### src/pkg/wdtu_pkg.sv
package wdtu_pkg;

  // apb map
  localparam logic [7:0]  ADDR_CONTROL   = 8'h00;
  localparam logic [7:0]  ADDR_STATUS    = 8'h04;
  localparam logic [7:0]  ADDR_COUNT     = 8'h08;

  // control register fields
  localparam int          BIT_IDLE_KEEP  = 7;
  localparam int          TSEL_LSB       = 4;
  localparam int          KEY_LSB        = 0;
  localparam logic [7:0]  CONTROL_RESET  = 8'h7A;
  localparam logic [3:0]  KEY_DISABLE    = 4'hA;

  // status register fields
  localparam int          BIT_TIMEOUT    = 0;
  localparam int          BIT_ENABLED    = 1;
  localparam int          BIT_LAST_PAIR  = 2;

  // timeout base: code 000 gives 2^8 source periods
  localparam int          TIMEOUT_BASE_LOG2 = 8;
  localparam int          COUNT_W        = 16;

  // system clock divided by four
  localparam int          SYS_DIV        = 4;
  localparam logic [1:0]  SYS_DIV_LAST   = 2'h3;

  // power modes seen by the watchdog
  typedef enum logic [1:0] {
    WDTU_MODE_NORMAL   = 2'b00,
    WDTU_MODE_SLEEP    = 2'b01,
    WDTU_MODE_IDLE_OFF = 2'b10,
    WDTU_MODE_IDLE_ON  = 2'b11
  } wdtu_mode_t;

  // instruction strobes from the processor core
  typedef struct packed {
    logic clear_single;
    logic clear_first_of_pair;
    logic clear_second_of_pair;
    logic halt;
  } wdtu_instr_t;

  // build-time options
  typedef struct packed {
    logic src_is_sub;
    logic sub_is_crystal;
    logic cfg_enable;
    logic paired_style;
  } wdtu_opts_t;

  // reset requests toward the core
  typedef struct packed {
    logic device_reset;
    logic pc_sp_clear;
  } wdtu_reset_t;

endpackage

### src/hw/wdtu_top.sv
// Chosen here: the address map and the APB slave port.
`timescale 1ns/10ps
`default_nettype none

// Summary of operation
// - build option: sub clock or sysclk/4
// - build option: crystal or rc sub clock
// - select bits set 256..32768 period timeout
// - bit 7 keeps sysclk in idle
// - disabled only if option and key 1010
// - control resets to 0x7A
// - normal timeout: device reset, set flag
// - sleep/idle timeout: clear pc, sp, set flag
// - reset pin, clear, halt clear count
// - single style: one clear instruction clears
// - paired style: clear on alternation, or first after power-on/pin reset
// - disabled watchdog makes instructions no-ops
// - sysclk/4 source stops in sleep, idle-off
// - idle-off halt: clear, sub clock resumes
// - idle-on halt: clear, resumes either source
module wdtu_top #(
  parameter logic OPT_SRC_IS_SUB     = 1'b1,
  parameter logic OPT_SUB_IS_CRYSTAL = 1'b1,
  parameter logic OPT_CFG_ENABLE     = 1'b1,
  parameter logic OPT_PAIRED_STYLE   = 1'b0
) (
  // clock and reset
  input  wire logic                pclk,
  input  wire logic                presetn,
  // apb slave
  input  wire logic                psel,
  input  wire logic                penable,
  input  wire logic                pwrite,
  input  wire logic [7:0]          paddr,
  input  wire logic [31:0]         pwdata,
  output logic      [31:0]         prdata,
  output logic                     pready,
  output logic                     pslverr,
  // oscillator ticks and reset pin, asynchronous
  input  wire logic                low_crystal_osc,
  input  wire logic                low_rc_osc,
  input  wire logic                external_reset_pin_n,
  // processor core, same clock
  input  wire wdtu_pkg::wdtu_instr_t instr,
  input  wire wdtu_pkg::wdtu_mode_t  power_mode,
  // reset requests and state
  output wdtu_pkg::wdtu_reset_t    reset_req,
  output logic                     timeout_flag,
  output logic                     idle_sysclk_keep,
  output logic                     wdt_enabled
);

  // build options gathered
  wdtu_pkg::wdtu_opts_t opts;
  assign opts = '{src_is_sub:     OPT_SRC_IS_SUB,
                  sub_is_crystal: OPT_SUB_IS_CRYSTAL,
                  cfg_enable:     OPT_CFG_ENABLE,
                  paired_style:   OPT_PAIRED_STYLE};

  logic [7:0]          watchdog_control;
  logic [2:0]          timeout_select;
  logic [3:0]          software_disable_key;
  logic [wdtu_pkg::COUNT_W-1:0] count;
  logic [1:0]          sys_div;
  logic                last_was_second;
  logic                paired_seen;
  logic [2:0]          xtal_sync;
  logic [2:0]          rc_sync;
  logic [1:0]          rst_sync;
  logic                sub_clock;
  logic                sub_tick;
  logic                sys_tick;
  logic                src_tick;
  logic                src_running;
  logic                clear_instr;
  logic                clear_evt;
  logic                expire;
  logic                enabled;
  logic                wr_en;
  logic                rd_en;
  logic [31:0]         next_prdata;

  assign timeout_select       = watchdog_control[wdtu_pkg::TSEL_LSB +: 3];
  assign software_disable_key = watchdog_control[wdtu_pkg::KEY_LSB +: 4];

  // decode of the terminal count for a timeout select code
  function automatic logic [wdtu_pkg::COUNT_W-1:0] last_count(input logic [2:0] sel);
    logic [wdtu_pkg::COUNT_W:0] span;
    span = (wdtu_pkg::COUNT_W+1)'(1) << (wdtu_pkg::TIMEOUT_BASE_LOG2 + int'(sel));
    last_count = wdtu_pkg::COUNT_W'(span - (wdtu_pkg::COUNT_W+1)'(1));
  endfunction

  // enable decode: only option off plus key 1010 disables
  assign enabled = opts.cfg_enable
                 | (software_disable_key != wdtu_pkg::KEY_DISABLE);

  // crystal oscillator: two sync flops plus one history flop
  always_ff @(posedge pclk or negedge presetn) begin
    if (!presetn) begin
      xtal_sync <= 3'h0;
    end else begin
      xtal_sync <= {xtal_sync[1:0], low_crystal_osc};
    end
  end

  // rc oscillator: two sync flops plus one history flop
  always_ff @(posedge pclk or negedge presetn) begin
    if (!presetn) begin
      rc_sync <= 3'h0;
    end else begin
      rc_sync <= {rc_sync[1:0], low_rc_osc};
    end
  end

  // reset pin: two sync flops, idle high so reset gives no false clear
  always_ff @(posedge pclk or negedge presetn) begin
    if (!presetn) begin
      rst_sync <= 2'h3;
    end else begin
      rst_sync <= {rst_sync[0], external_reset_pin_n};
    end
  end

  // sub clock from crystal or rc oscillator, rising edge as tick
  assign sub_clock = opts.sub_is_crystal ? xtal_sync[1] : rc_sync[1];
  assign sub_tick  = opts.sub_is_crystal ? (xtal_sync[1] & ~xtal_sync[2])
                                         : (rc_sync[1] & ~rc_sync[2]);

  // sysclk divided by four, stops when instruction clock stops
  always_ff @(posedge pclk or negedge presetn) begin
    if (!presetn) begin
      sys_div <= 2'h0;
    end else if (src_running) begin
      sys_div <= sys_div + 2'h1;
    end
  end
  assign sys_tick = src_running && (sys_div == wdtu_pkg::SYS_DIV_LAST);

  // system source halts in sleep and in idle with clock off
  always_comb begin
    if (opts.src_is_sub) begin
      src_running = 1'b1;
    end else begin
      case (power_mode)
        wdtu_pkg::WDTU_MODE_SLEEP:    src_running = 1'b0;
        wdtu_pkg::WDTU_MODE_IDLE_OFF: src_running = 1'b0;
        wdtu_pkg::WDTU_MODE_IDLE_ON:  src_running = 1'b1;
        default:                      src_running = 1'b1;
      endcase
    end
  end

  // watchdog source clock selection
  assign src_tick = opts.src_is_sub ? sub_tick : sys_tick;

  // clear instruction acceptance, by style
  always_comb begin
    if (!opts.paired_style) begin
      clear_instr = instr.clear_single;
    end else if (instr.clear_first_of_pair) begin
      clear_instr = !paired_seen || last_was_second;
    end else if (instr.clear_second_of_pair) begin
      clear_instr = !paired_seen || !last_was_second;
    end else begin
      clear_instr = 1'b0;
    end
  end

  // reset pin low clears the count whatever the enable state
  logic pin_clear;
  logic sw_clear;
  assign pin_clear = !rst_sync[1];

  // clear and halt only act while enabled, else no-ops
  assign sw_clear = enabled && (clear_instr || instr.halt);

  // any clear event
  assign clear_evt = pin_clear || sw_clear;

  assign expire = enabled && src_tick && !clear_evt
                && (count == last_count(timeout_select));

  // first pair instruction after power-on or pin reset is taken either way; a timeout reset keeps the history
  always_ff @(posedge pclk or negedge presetn) begin
    if (!presetn) begin
      paired_seen <= 1'b0;
    end else if (pin_clear) begin
      paired_seen <= 1'b0;
    end else if (opts.paired_style && enabled && clear_instr) begin
      paired_seen <= 1'b1;
    end
  end

  // which half of the pair was taken last
  always_ff @(posedge pclk or negedge presetn) begin
    if (!presetn) begin
      last_was_second <= 1'b0;
    end else if (pin_clear) begin
      last_was_second <= 1'b0;
    end else if (opts.paired_style && enabled && clear_instr) begin
      last_was_second <= instr.clear_second_of_pair;
    end
  end

  // divider count
  always_ff @(posedge pclk or negedge presetn) begin
    if (!presetn) begin
      count <= '0;
    end else if (clear_evt || expire || !enabled) begin
      count <= '0;
    end else if (src_tick) begin
      count <= count + wdtu_pkg::COUNT_W'(1);
    end
  end

  // reset request pulses, one cycle for each timeout
  always_ff @(posedge pclk or negedge presetn) begin
    if (!presetn) begin
      reset_req <= '0;
    end else begin
      reset_req.device_reset <= expire
                              && (power_mode == wdtu_pkg::WDTU_MODE_NORMAL);
      reset_req.pc_sp_clear  <= expire
                              && (power_mode != wdtu_pkg::WDTU_MODE_NORMAL);
    end
  end

  // sticky timeout flag, write one to clear; a timeout wins over the clear
  always_ff @(posedge pclk or negedge presetn) begin
    if (!presetn) begin
      timeout_flag <= 1'b0;
    end else if (expire) begin
      timeout_flag <= 1'b1;
    end else if (wr_en && paddr == wdtu_pkg::ADDR_STATUS
                 && pwdata[wdtu_pkg::BIT_TIMEOUT]) begin
      timeout_flag <= 1'b0;
    end
  end

  // apb strobes, zero wait state
  assign wr_en = psel && penable && pwrite;
  assign rd_en = psel && !penable && !pwrite;

  // control register; reset pin restores the power-on value
  always_ff @(posedge pclk or negedge presetn) begin
    if (!presetn) begin
      watchdog_control <= wdtu_pkg::CONTROL_RESET;
    end else if (!rst_sync[1] || reset_req.device_reset) begin
      watchdog_control <= wdtu_pkg::CONTROL_RESET;
    end else if (wr_en && paddr == wdtu_pkg::ADDR_CONTROL) begin
      watchdog_control <= pwdata[7:0];
    end
  end

  // read mux
  always_comb begin
    next_prdata = 32'h0000_0000;
    case (paddr)
      wdtu_pkg::ADDR_CONTROL: next_prdata[7:0] = watchdog_control;
      wdtu_pkg::ADDR_STATUS: begin
        next_prdata[wdtu_pkg::BIT_TIMEOUT]   = timeout_flag;
        next_prdata[wdtu_pkg::BIT_ENABLED]   = enabled;
        next_prdata[wdtu_pkg::BIT_LAST_PAIR] = last_was_second;
      end
      wdtu_pkg::ADDR_COUNT: next_prdata[wdtu_pkg::COUNT_W-1:0] = count;
      default:              next_prdata = 32'h0000_0000;
    endcase
  end

  // true for the three mapped register addresses
  function automatic logic addr_mapped(input logic [7:0] addr);
    addr_mapped = (addr == wdtu_pkg::ADDR_CONTROL)
                  || (addr == wdtu_pkg::ADDR_STATUS)
                  || (addr == wdtu_pkg::ADDR_COUNT);
  endfunction

  // ready for one cycle after every setup, no wait states
  always_ff @(posedge pclk or negedge presetn) begin
    if (!presetn) begin
      pready <= 1'b0;
    end else begin
      pready <= psel && !penable;
    end
  end

  // error beside ready for an unmapped address
  always_ff @(posedge pclk or negedge presetn) begin
    if (!presetn) begin
      pslverr <= 1'b0;
    end else begin
      pslverr <= psel && !penable && !addr_mapped(paddr);
    end
  end

  // read data captured at setup, held until the next read
  always_ff @(posedge pclk or negedge presetn) begin
    if (!presetn) begin
      prdata <= 32'h0000_0000;
    end else if (rd_en) begin
      prdata <= next_prdata;
    end
  end

  // idle clock keep bit, registered copy of control bit 7
  always_ff @(posedge pclk or negedge presetn) begin
    if (!presetn) begin
      idle_sysclk_keep <= 1'b0;
    end else begin
      idle_sysclk_keep <= watchdog_control[wdtu_pkg::BIT_IDLE_KEEP];
    end
  end

  // enable state, registered for the core
  always_ff @(posedge pclk or negedge presetn) begin
    if (!presetn) begin
      wdt_enabled <= 1'b0;
    end else begin
      wdt_enabled <= enabled;
    end
  end

  logic unused_sub;
  assign unused_sub = sub_clock;

endmodule

`default_nettype wire

### config.mk
export PLATFORM = sky130hd
export DESIGN_NAME = wdtu_top
export DESIGN_NICKNAME = d
export VERILOG_FILES = /design/src/pkg/wdtu_pkg.sv /design/src/hw/wdtu_top.sv
export SDC_FILE = /design/constraint.sdc
export NUM_CORES = 1
export LEC_CHECK = 0
export BUFFER_PORTS_ARGS = -buffer_cell sky130_fd_sc_hd__buf_4
export CELL_PAD_IN_SITES_DETAIL_PLACEMENT = 1
export CELL_PAD_IN_SITES_GLOBAL_PLACEMENT = 2
export CORE_MARGIN = 5
export CORE_UTILIZATION = 30
export CTS_CLUSTER_DIAMETER = 100
export DETAILED_ROUTE_END_ITERATION = 7
export HOLD_SLACK_MARGIN = 0.08
export PLACE_DENSITY_LB_ADDON = 0.25
export SYNTH_ARGS = -nofsm -noshare
export SYNTH_HDL_FRONTEND = slang
export SYNTH_SLANG_ARGS = --single-unit
export TNS_END_PERCENT = 50
### constraint.sdc
create_clock -name pclk -period 6.73 [get_ports pclk]
set_input_delay 1.346 -clock pclk [delete_from_list [all_inputs] [get_ports pclk]]
set_output_delay 1.346 -clock pclk [all_outputs]
set_load 0.05 [all_outputs]
==> results by group, run 1 <==
Worst hold path
  – Hold path depth: 0
  – Worst hold path class: reg -> reg
  – Hold endpoint: xtal_sync[1]$_DFF_PN0_
  – Hold_sp: xtal_sync[0]$_DFF_PN0_

Timing
  – Worst setup margin: 3.89 ns
  – Final setup violation count: 0
  – TNS Setup: 0 ns
  – Final min period: 2.84 ns
  – Hold Fails Final Rpt: 0
  – Maximum clock rate: 353 MHz
  – Final worst-path cycle share: 0.421
  – Slew Viols, Final: 0
  – Rel. slew slack: 0.559
  – RSZ-0062 raised after global routing: no
  – Worst Skew: 0.00970 ns
  – Worst slew pin tran: 0.661 ns

Finish
  – Final #Nets: 353
  – Fill cells: 1017
  – Fin util: 0.361
  – Layout cells sized above 1: 0.268
  – Final instance area: 3130 um2
  – N_diodes: 0
  – Area grow syn2layout: 17.9%

Clock tree
  – CTS buffer count: 5
  – CTS tree: built
  – Clock Sinks: 52
  – Clock transition at path regs: 0.10 ns
  – Hold Buf Count CTS: 0
  – Root Driver: clkbuf_8
  – Max Buffers Root-to-Sink: 2
  – Postcts setup bufs: 0
  – Post-CTS Resized: 0
  – Worst-Skew Late Latency: 0.31 ns
  – H-tree lvl count: 2

Placement
  – Area post-placement: 3010 um2
  – DPL Wire Length: 4810 um
  – GP Congestion: 0.690
  – Place WS: 3.50 ns
  – Port Buf Inserts: 49

GRT
  – GRT overflow: 0
  – Largest net degree at the start of global routing: 53
  – Initial antenna violation count: 0
  – First-pass GRT wire length: 10500 um
  – Vias in the first global route: 2037
  – GRT Overall Usage: 0.119

Routing
  – Metal-1 WL: 2810 um
  – WL/cell: 15.4 um
  – DRC violation total after the first TritonRoute iteration: 39
  – Final WL: 6270 um
  – DR top layer: met4
  – Number of detailed-route iterations in the first pass: 4
  – WL met3: 290 um
  – Via/cell ratio: 4.74
  – DR DRC count: 0
  – Vias post-DR: 1923
  – Antenna-violating nets left: 0
  – DR WL met2: 3070 um

Synth
  – Top cells by count, synth: 45 x dfrtp_1, 29 x nand2_1, 27 x nor2_1
  – Yosys warns: 0
  – Post-Syn Instances: 257
  – Main combinational cell family by area after synthesis: simple AND/OR/NAND/NOR gates
  – Simple-gate share of the synthesized area: 0.195
  – Unique cell type count in the Yosys netlist: 46
  – Mapped cell area: 2650 um2
  – Mean Syn Cell Area: 10.3 um2
  – Number of enable flip-flop cells after synthesis: 0
  – Top-count cell post-synth: dfrtp_1
  – Area leader, netlist: dfrtp_1
  – Compound-gate portion of the synthesized area: 0.130
  – Ranking of synthesized cells by area: dfrtp_1 42%, dfstp_2 6.9%, buf_4 4.8%
  – Post-synthesis mux area share: 0.0302
  – Ys flop type: dfrtp_1
  – Synth Register Bits: 52
  – Post-Synth XOR/XNOR Area: 0.0561
  – Seq/Total Area, Yosys: 0.494
  – Adder-cell share of the synthesized area: 0.00943
  – FFs w/ async S/R, synth: 1.00
  – Share of the synthesized area in the top cell type: 0.424

Worst setup path
  – CP required: 6.91 ns
  – Critical path endpoint category: flop
  – WP data arrival: 3.01 ns
  – Reg2reg start: watchdog_control[5]$_DFFE_PN1P_
  – CP startpoint: instr[0]
  – Top Family by Delay on Critical Path: simple AND/OR/NAND/NOR gates
  – Cell mode on critical path: nor2_1
  – Worst r2r path cells: 9
  – Crit-path max cell delay: 0.56 ns
  – Setup Crit Path Kind: in -> reg
  – Worst path bufs/invs: 1
  – Crit start category: input port
  – RR Endpoint: count[13]$_DFFE_PN0P_
  – Reg2Reg Setup Slack: 4.06 ns
  – Slowest CP cell: o31ai_4
  – Crit-path cells: buf_4 > nor2_1 > nand2_1 > nor4_1 > nand4_1 > o31ai_4 > nor2_1
  – CP Max Fanout: 12

Floorplan
  – Site Rows: 34
  – DIE HEIGHT: 104 um
  – Die W: 104 um
  – Initial Utilization: 0.306
  – Core area: 8680 um2
  – Die area: 10800 um2
  – # IOs: 93

Pwr
  – VDD IR max: 114 uV
  – Clock share of power: 0.379
  – Sw Pwr: 0.150 mW
  – Seq pwr share: 0.526
  – PD cells: 192 nW/um2
  – Total internal power: 0.452 mW
  – Switching Share: 0.249
  – Total chip power: 0.602 mW
  – Logic pwr share: 0.095
  – Lkg Pwr: 1.45 nW

Status
  – Outcome: completed

Flow run
  – MaxCap Viol Count: 0
[final cells by class]
class                           count  area, um2  area share
Sequential cell                    52       1310       0.419
Multi-Input combinational cell    185       1180       0.377
Timing Repair Buffer               49        368       0.118
Tap cell                          108        135      0.0432
Clock buffer                        6       82.6      0.0264
Clock inverter                      2       38.8      0.0124
Inverter                            4       15.0     0.00480
[worst register-to-register path, stage by stage, from the launching register on]
cell     delay [ns]
dfstp_2        0.67
nor2_1         0.11
nand2_1        0.08
ha_1           0.32
xnor2_1        0.21
nand2_1        0.09
a31oi_1        0.18
nand4_1        0.22
o31ai_4        0.56
nor2_1         0.11
[state kept, by name, summed over array words and instances (netlist names)]
register / flops
xtal_sync: 3
timeout_flag: 1
count: 16
prdata: 16
reset_req: 2
pready: 1
pslverr: 1
rst_sync: 2
watchdog_control: 8
wdt_enabled: 1
idle_sysclk_keep: 1
[power groups by stage]
stage          clock network (mW)  logic (mW)  registers (mW)
2_1_floorplan                   0      0.0379           0.327
3_3_place_gp                    0      0.0575           0.323
3_5_place_dp                    0      0.0579           0.323
4_1_cts                     0.237      0.0580           0.317
5_1_grt                     0.246      0.0619           0.317
6_report                    0.228      0.0571           0.317
[per-stage QoR]
stage	std cells	hold WS, ns
detailed placement	398	0.337
global route	406	0.370
floorplan	272	0.331
finish	406	0.356
global placement	398	0.337
CTS	406	0.361
[layer usage]
layer / vias up / track usage
met5: - / 0
met4: 0 / 0.0416
met3: 6 / 0.0286
met2: 41 / 0.199
met1: 945 / 0.150
li1: 931 / -
[worst max path at each step]
stage | to | slack [ns] | depth (start not counted)
2_1_floorplan | prdata[10]$_DFFE_PN0P_ | 4.05 | 6
3_3_place_gp | count[1]$_DFFE_PN0P_ | 3.52 | 7
3_5_place_dp | count[12]$_DFFE_PN0P_ | 3.50 | 7
4_1_cts | count[12]$_DFFE_PN0P_ | 3.84 | 7
5_1_grt | count[1]$_DFFE_PN0P_ | 3.64 | 7
6_report | count[13]$_DFFE_PN0P_ | 3.89 | 7
[logic make-up after synthesis]
kind of cell,count (synthesis)
and+or+nand+nor,97
DFF,52
AOI/OAI and AO/OA,44
buffers and inverters,35
xor gates and xnor gates,17
muxes,8
adders and majority gates,2
other,2
[cell usage in the layout, fill, tap and decap left out, types with 5 or more instances in the layout]
master and count:
buf_4 49, dfrtp_1 45, nand2_1 29, nor2_1 27
conb_1 17, a22o_1 11, xnor2_1 9, o21ai_0 9
a21oi_1 8, xor2_1 8, mux2i_1 8, dfstp_2 7
clkbuf_8 6, nand3_1 5
Power figures use the tool's default switching activity.
==> inputs of run 2 (changes only) <==
==> constraint.sdc (replaced) <==
create_clock -name pclk -period 2.79 [get_ports pclk]
set_input_delay 0.558 -clock pclk [delete_from_list [all_inputs] [get_ports pclk]]
set_output_delay 0.558 -clock pclk [all_outputs]
set_load 0.05 [all_outputs]
==> run 2 against run 1 <==
Sequential share of layout area down 0.66 points. Non-clock buffer count up 8. Die area unchanged. Sequential cell count unchanged. Final area up 1.6%. Clock skew down 0.0020 ns. Global-route usage up 0.30 points. Hold slack worse by 0.082 ns. Cell count up 2.0%. Count of clock-buffer cells in the layout down 1. Sequential power up 140%. Wire length up 2.7%. Highest routed layer unchanged.
==> results by group, run 2 (same netlist as run 1, synthesis figures left out) <==
Worst setup path
  – Top Family by Delay on Critical Path: flip-flops
  – CP Max Fanout: 8 (-4)
  – Reg2Reg Setup Slack: 0.27 ns (-3.79 ns)
  – WP data arrival: 2.72 ns (-0.29 ns)
  – Crit-path cells: inv_1 > nand2_1 > ha_1 > xnor2_1 > nand2_1 > a31oi_1 > nand4_1 > o31ai_4 > buf_4 > nor2_1
  – Slowest CP cell: dfstp_2
  – Cell mode on critical path: nand2_1
  – RR Endpoint: count[13]$_DFFE_PN0P_
  – Reg2reg start: watchdog_control[4]$_DFFE_PN1P_
  – Critical path endpoint category: flop
  – Worst path bufs/invs: 2 (+1)
  – Crit start category: flop
  – Crit-path max cell delay: 0.61 ns (+0.05 ns)
  – Setup Crit Path Kind: reg -> reg
  – CP required: 2.99 ns (-3.92 ns)
  – Worst r2r path cells: 10 (+1)
  – CP startpoint: watchdog_control[4]$_DFFE_PN1P_

Status
  – Outcome: completed

Clock tree
  – Hold Buf Count CTS: 0 (unchanged)
  – Root Driver: clkbuf_8
  – CTS tree: built
  – Post-CTS Resized: 0 (unchanged)
  – Clock transition at path regs: 0.10 ns (about the same)
  – CTS buffer count: 5 (unchanged)
  – Clock Sinks: 52 (unchanged)
  – Worst-Skew Late Latency: 0.31 ns (about the same)
  – H-tree lvl count: 2 (unchanged)
  – Max Buffers Root-to-Sink: 2 (unchanged)
  – Postcts setup bufs: 0 (unchanged)

Worst hold path
  – Worst hold path class: in -> async

GRT
  – Initial antenna violation count: 0 (unchanged)
  – First-pass GRT wire length: 10700 um (+1.9%)
  – Largest net degree at the start of global routing: 53 (unchanged)
  – Vias in the first global route: 2014 (-1.1%)
  – GRT overflow: 0 (unchanged)
  – GRT Overall Usage: 0.122 (+0.00295)

Routing
  – WL/cell: 15.5 um (+0.71%)
  – DRC violation total after the first TritonRoute iteration: 54 (+38%)
  – Number of detailed-route iterations in the first pass: 4 (unchanged)
  – Via/cell ratio: 4.72 (-0.40%)
  – Antenna-violating nets left: 0 (unchanged)
  – DR DRC count: 0 (unchanged)
  – Vias post-DR: 1953 (+1.6%)
  – Final WL: 6430 um (+2.7%)

Timing
  – Hold Fails Final Rpt: 0 (unchanged)
  – RSZ-0062 raised after global routing: no
  – Worst setup margin: 0.268 ns (-3.63 ns)
  – Worst Skew: 0.00772 ns (-0.00198 ns)
  – Final min period: 2.52 ns
  – Rel. slew slack: 0.551 (-0.00806)
  – Slew Viols, Final: 0 (unchanged)
  – Maximum clock rate: 396 MHz
  – TNS Setup: 0 ns (unchanged)
  – Worst slew pin tran: 0.674 ns (+0.0121 ns)
  – Final worst-path cycle share: 0.904
  – Final setup violation count: 0 (unchanged)
  – Worst hold margin: 0.274 ns (-0.0817 ns)

Finish
  – Area grow syn2layout: 19.8%
  – N_diodes: 0 (unchanged)
  – Most frequent cells in the layout: 57 x buf_4, 45 x dfrtp_1, 29 x nand2_1, 27 x nor2_1, 17 x conb_1
  – Leading cell type in the layout, fill and taps excluded: buf_4
  – Final #Nets: 361 (+2.3%)
  – Layout Cells excl Fill: 414 (+2.0%)
  – Final instance area: 3180 um2 (+1.6%)
  – Top Registers: count: 16 flops, prdata: 16 flops, watchdog_control: 8 flops
  – Fin util: 0.366 (+0.00577)
  – Layout cells sized above 1: 0.288 (+0.0191)

Floorplan
  – DIE HEIGHT: 104 um (unchanged)
  – Die W: 104 um (unchanged)
  – Die area: 10800 um2 (unchanged)
  – # IOs: 93 (unchanged)
  – Site Rows: 34 (unchanged)
  – Core area: 8680 um2 (unchanged)
  – Initial Utilization: 0.306 (unchanged)

Pwr
  – PD cells: 450 nW/um2 (+130%)
  – Sw Pwr: 0.363 mW (+140%)
  – Logic pwr share: 0.100 (+0.005)
  – Lkg Pwr: 1.48 nW (+1.9%)
  – Switching Share: 0.254 (+0.00491)
  – Clock share of power: 0.366 (-0.013)
  – Total chip power: 1.43 mW (+140%)
  – Total internal power: 1.07 mW (+140%)
  – Seq pwr share: 0.534 (+0.008)
  – VDD IR max: 254 uV (+120%)

Flow run
  – MaxCap Viol Count: 0 (unchanged)

Placement
  – Port Buf Inserts: 49 (unchanged)
  – Place WS: 0.270 ns (-3.23 ns)
  – Area post-placement: 3070 um2 (+2.0%)
  – GP Congestion: 0.708 (+2.6%)
  – Placed insts: 406 (+2.0%)
  – DPL Wire Length: 4980 um (+3.6%)
## run 2: cell type report
cell class / instances / area [um2]
tap: 108 / 135
clock inverter: 3 / 42.5
clock buffer: 5 / 68.8
multi-input combinational: 185 / 1180
timing repair buffer: 57 / 428
fill: 1004 / 5500
sequential: 52 / 1310
inverter: 4 / 15.0
## run 2: worst max-delay path by stage
stage / to / cells past startpoint
detailed placement: count[13]$_DFFE_PN0P_ / 10
global placement: count[13]$_DFFE_PN0P_ / 10
global route: count[13]$_DFFE_PN0P_ / 10
CTS: count[13]$_DFFE_PN0P_ / 10
finish: count[13]$_DFFE_PN0P_ / 10
floorplan: count[12]$_DFFE_PN0P_ / 12
## run 2: per-layer routing
| metal | global-route usage | vias up | wire length (um) |
|---|---|---|---|
| met1 | 0.161 | 960 | 3030 |
| met2 | 0.200 | 36 | 3080 |
| met5 | 0 | - | 0 |
| met3 | 0.0248 | 6 | 231 |
| met4 | 0.0407 | 0 | 96 |
| li1 | - | 951 | - |
## run 2: power by group through the flow
stage	Sequential [mW]	Combinational, mW	Clock (mW)
global placement	0.778	0.144	0
finish	0.764	0.142	0.523
CTS	0.764	0.145	0.547
detailed placement	0.779	0.144	0
floorplan	0.788	0.0914	0
global route	0.765	0.154	0.565
==> inputs of run 3 (changes only) <==
==> constraint.sdc (replaced) <==
create_clock -name pclk -period 2.4 [get_ports pclk]
set_input_delay 0.48 -clock pclk [delete_from_list [all_inputs] [get_ports pclk]]
set_output_delay 0.48 -clock pclk [all_outputs]
set_load 0.05 [all_outputs]
==> run 3 against run 2 <==
Die area unchanged. Clock power about the same. Sequential power is 16% higher. Clock skew down 0.0023 ns. Wire length decreased by 0.40%. Cell count up 1.4%. Non-clock buffer count increased by 6. Final area rose by 1.2%.
==> results by group, run 3 (same netlist as run 1, synthesis figures left out) <==
Status
  – Outcome: completed

Pwr
  – VDD IR max: 199 uV (-22%)
  – Total chip power: 1.58 mW (+10%)
  – Lkg Pwr: 1.51 nW (+1.8%)
  – PD cells: 490 nW/um2 (+8.9%)

Clock tree
  – Clock Sinks: 52 (unchanged)
  – CTS buffer count: 5 (unchanged)
  – Max Buffers Root-to-Sink: 2 (unchanged)
  – H-tree lvl count: 2 (unchanged)
  – Clock transition at path regs: 0.09 ns (about the same)
  – Root Driver: clkbuf_8
  – CTS tree: built
  – Hold Buf Count CTS: 0 (unchanged)
  – Worst-Skew Late Latency: 0.30 ns (about the same)

Placement
  – Placed insts: 410 (+0.99%)
  – GP Congestion: 0.750 (+5.8%)
  – Port Buf Inserts: 49 (unchanged)
  – DPL Wire Length: 5020 um (+0.82%)

Routing
  – Number of detailed-route iterations in the first pass: 4 (unchanged)
  – DR DRC count: 0 (unchanged)
  – DRC violation total after the first TritonRoute iteration: 55 (+1.9%)
  – Vias post-DR: 1971 (+0.92%)
  – Antenna-violating nets left: 0 (unchanged)
  – WL/cell: 15.3 um (-1.8%)
  – Final WL: 6410 um (-0.40%)
  – Via/cell ratio: 4.69 (-0.52%)

Finish
  – Top Registers: count: 16 flops, prdata: 16 flops, watchdog_control: 8 flops
  – Multi-input logic area: 1190 um2 (+0.85%)
  – Fin util: 0.371 (+0.00433)
  – N_diodes: 0 (unchanged)
  – Area grow syn2layout: 21.2%
  – Leading cell type in the layout, fill and taps excluded: buf_4
  – Layout Cells excl Fill: 420 (+1.4%)
  – Final #Nets: 367 (+1.7%)
  – Most frequent cells in the layout: 63 x buf_4, 45 x dfrtp_1, 29 x nand2_1, 26 x nor2_1, 17 x conb_1
  – Layout cells sized above 1: 0.304 (+0.0169)
  – FF/Latch Area: 1310 um2 (unchanged)
  – Fill cells: 1025 (+2.1%)

Timing
  – Slew Viols, Final: 0 (unchanged)
  – Final min period: 2.28 ns (-0.245 ns)
  – Rel. slew slack: 0.550 (-0.00105)
  – Maximum clock rate: 439 MHz (+11%)
  – Worst slew pin tran: 0.675 ns (+0.00158 ns)
  – Worst Skew: 0.00539 ns (-0.00233 ns)
  – Final worst-path cycle share: 0.949 (+0.0448)
  – Hold Fails Final Rpt: 0 (unchanged)
  – TNS Setup: 0 ns (unchanged)
  – RSZ-0062 raised after global routing: no
  – Worst hold margin: 0.202 ns (-0.0723 ns)
  – Final setup violation count: 0 (unchanged)

Worst setup path
  – Reg2reg start: watchdog_control[4]$_DFFE_PN1P_
  – WP data arrival: 2.47 ns (-0.25 ns)
  – Critical path endpoint category: flop
  – Setup Crit Path Kind: reg -> reg
  – Crit start category: flop
  – CP Max Fanout: 5 (-3)
  – RR Endpoint: count[10]$_DFFE_PN0P_
  – Reg2Reg Setup Slack: 0.12 ns (-0.14 ns)
  – CP required: 2.60 ns (-0.39 ns)
  – Worst r2r path cells: 9 (-1)

GRT
  – GRT Overall Usage: 0.118 (-0.00437)
  – First-pass GRT wire length: 10500 um (-2.1%)
  – Largest net degree at the start of global routing: 53 (unchanged)
  – GRT overflow: 0 (unchanged)
  – Vias in the first global route: 2004 (-0.50%)
  – Initial antenna violation count: 0 (unchanged)

Floorplan
  – Die area: 10800 um2 (unchanged)
  – Die W: 104 um (unchanged)
  – Site Rows: 34 (unchanged)
  – # IOs: 93 (unchanged)
  – Core area: 8680 um2 (unchanged)
  – DIE HEIGHT: 104 um (unchanged)
  – Initial Utilization: 0.306 (unchanged)

Flow run
  – MaxCap Viol Count: 0 (unchanged)

Worst hold path
  – Worst hold path class: in -> async
[run 3: critical path: stages, from the launching register on]
cell and delay [ns]:
dfstp_2 0.59, nand2_1 0.07, ha_1 0.26, or4_1 0.44, o211ai_2 0.09, a22o_4 0.17, a21boi_4 0.07, o31ai_4 0.26
buf_4 0.18, nor2_1 0.05
[run 3: cell type report]
type | instances | share of cell area
clock inverter | 1 | 0.00233
clock buffer | 7 | 0.0268
tap | 108 | 0.0420
sequential | 52 | 0.407
timing repair buffer | 63 | 0.147
multi-input combinational | 185 | 0.370
inverter | 4 | 0.00467
[run 3: worst max-delay path by stage]
| stage | slack (ns) | endpoint | from | depth (start not counted) |
|---|---|---|---|---|
| finish | 0.12 | count[10]$_DFFE_PN0P_ | watchdog_control[4]$_DFFE_PN1P_ | 9 |
| global route | 0.007 | count[13]$_DFFE_PN0P_ | watchdog_control[4]$_DFFE_PN1P_ | 9 |
| CTS | 0.01 | count[10]$_DFFE_PN0P_ | watchdog_control[4]$_DFFE_PN1P_ | 10 |
| detailed placement | 0.04 | count[10]$_DFFE_PN0P_ | watchdog_control[4]$_DFFE_PN1P_ | 9 |
| global placement | 0.09 | count[11]$_DFFE_PN0P_ | watchdog_control[4]$_DFFE_PN1P_ | 10 |
| floorplan | 0.03 | count[12]$_DFFE_PN0P_ | watchdog_control[5]$_DFFE_PN1P_ | 12 |
[run 3: layer usage]
metal / vias to the layer above / GRT usage / share of wire
li1: 958 / - / -
met1: 966 / 0.157 / 0.46
met2: 42 / 0.196 / 0.49
met3: 5 / 0.0211 / 0.036
met4: 0 / 0.0333 / 0.013
met5: - / 0 / 0
[run 3: stage by stage]
stage | instance area (um2) | setup WS [ns]
detailed placement | 3100 | 0.0429
global route | 3220 | 0.00742
floorplan | 2710 | 0.0270
finish | 3220 | 0.123
CTS | 3190 | 0.0140
global placement | 3100 | 0.0898
[run 3: repair_timing]
item,in CTS,in global routing
endpoints found under the setup margin,0,15
gates resized for setup,0,2
buffers inserted,0,2
[run 3: power by group]
| group | internal [mW] | switching, mW | total, mW |
|---|---|---|---|
| clock network | 0.235 | 0.287 | 0.522 |
| registers | 0.885 | 0.00323 | 0.888 |
| logic | 0.0468 | 0.119 | 0.166 |
| total | 1.17 | 0.409 | 1.58 |
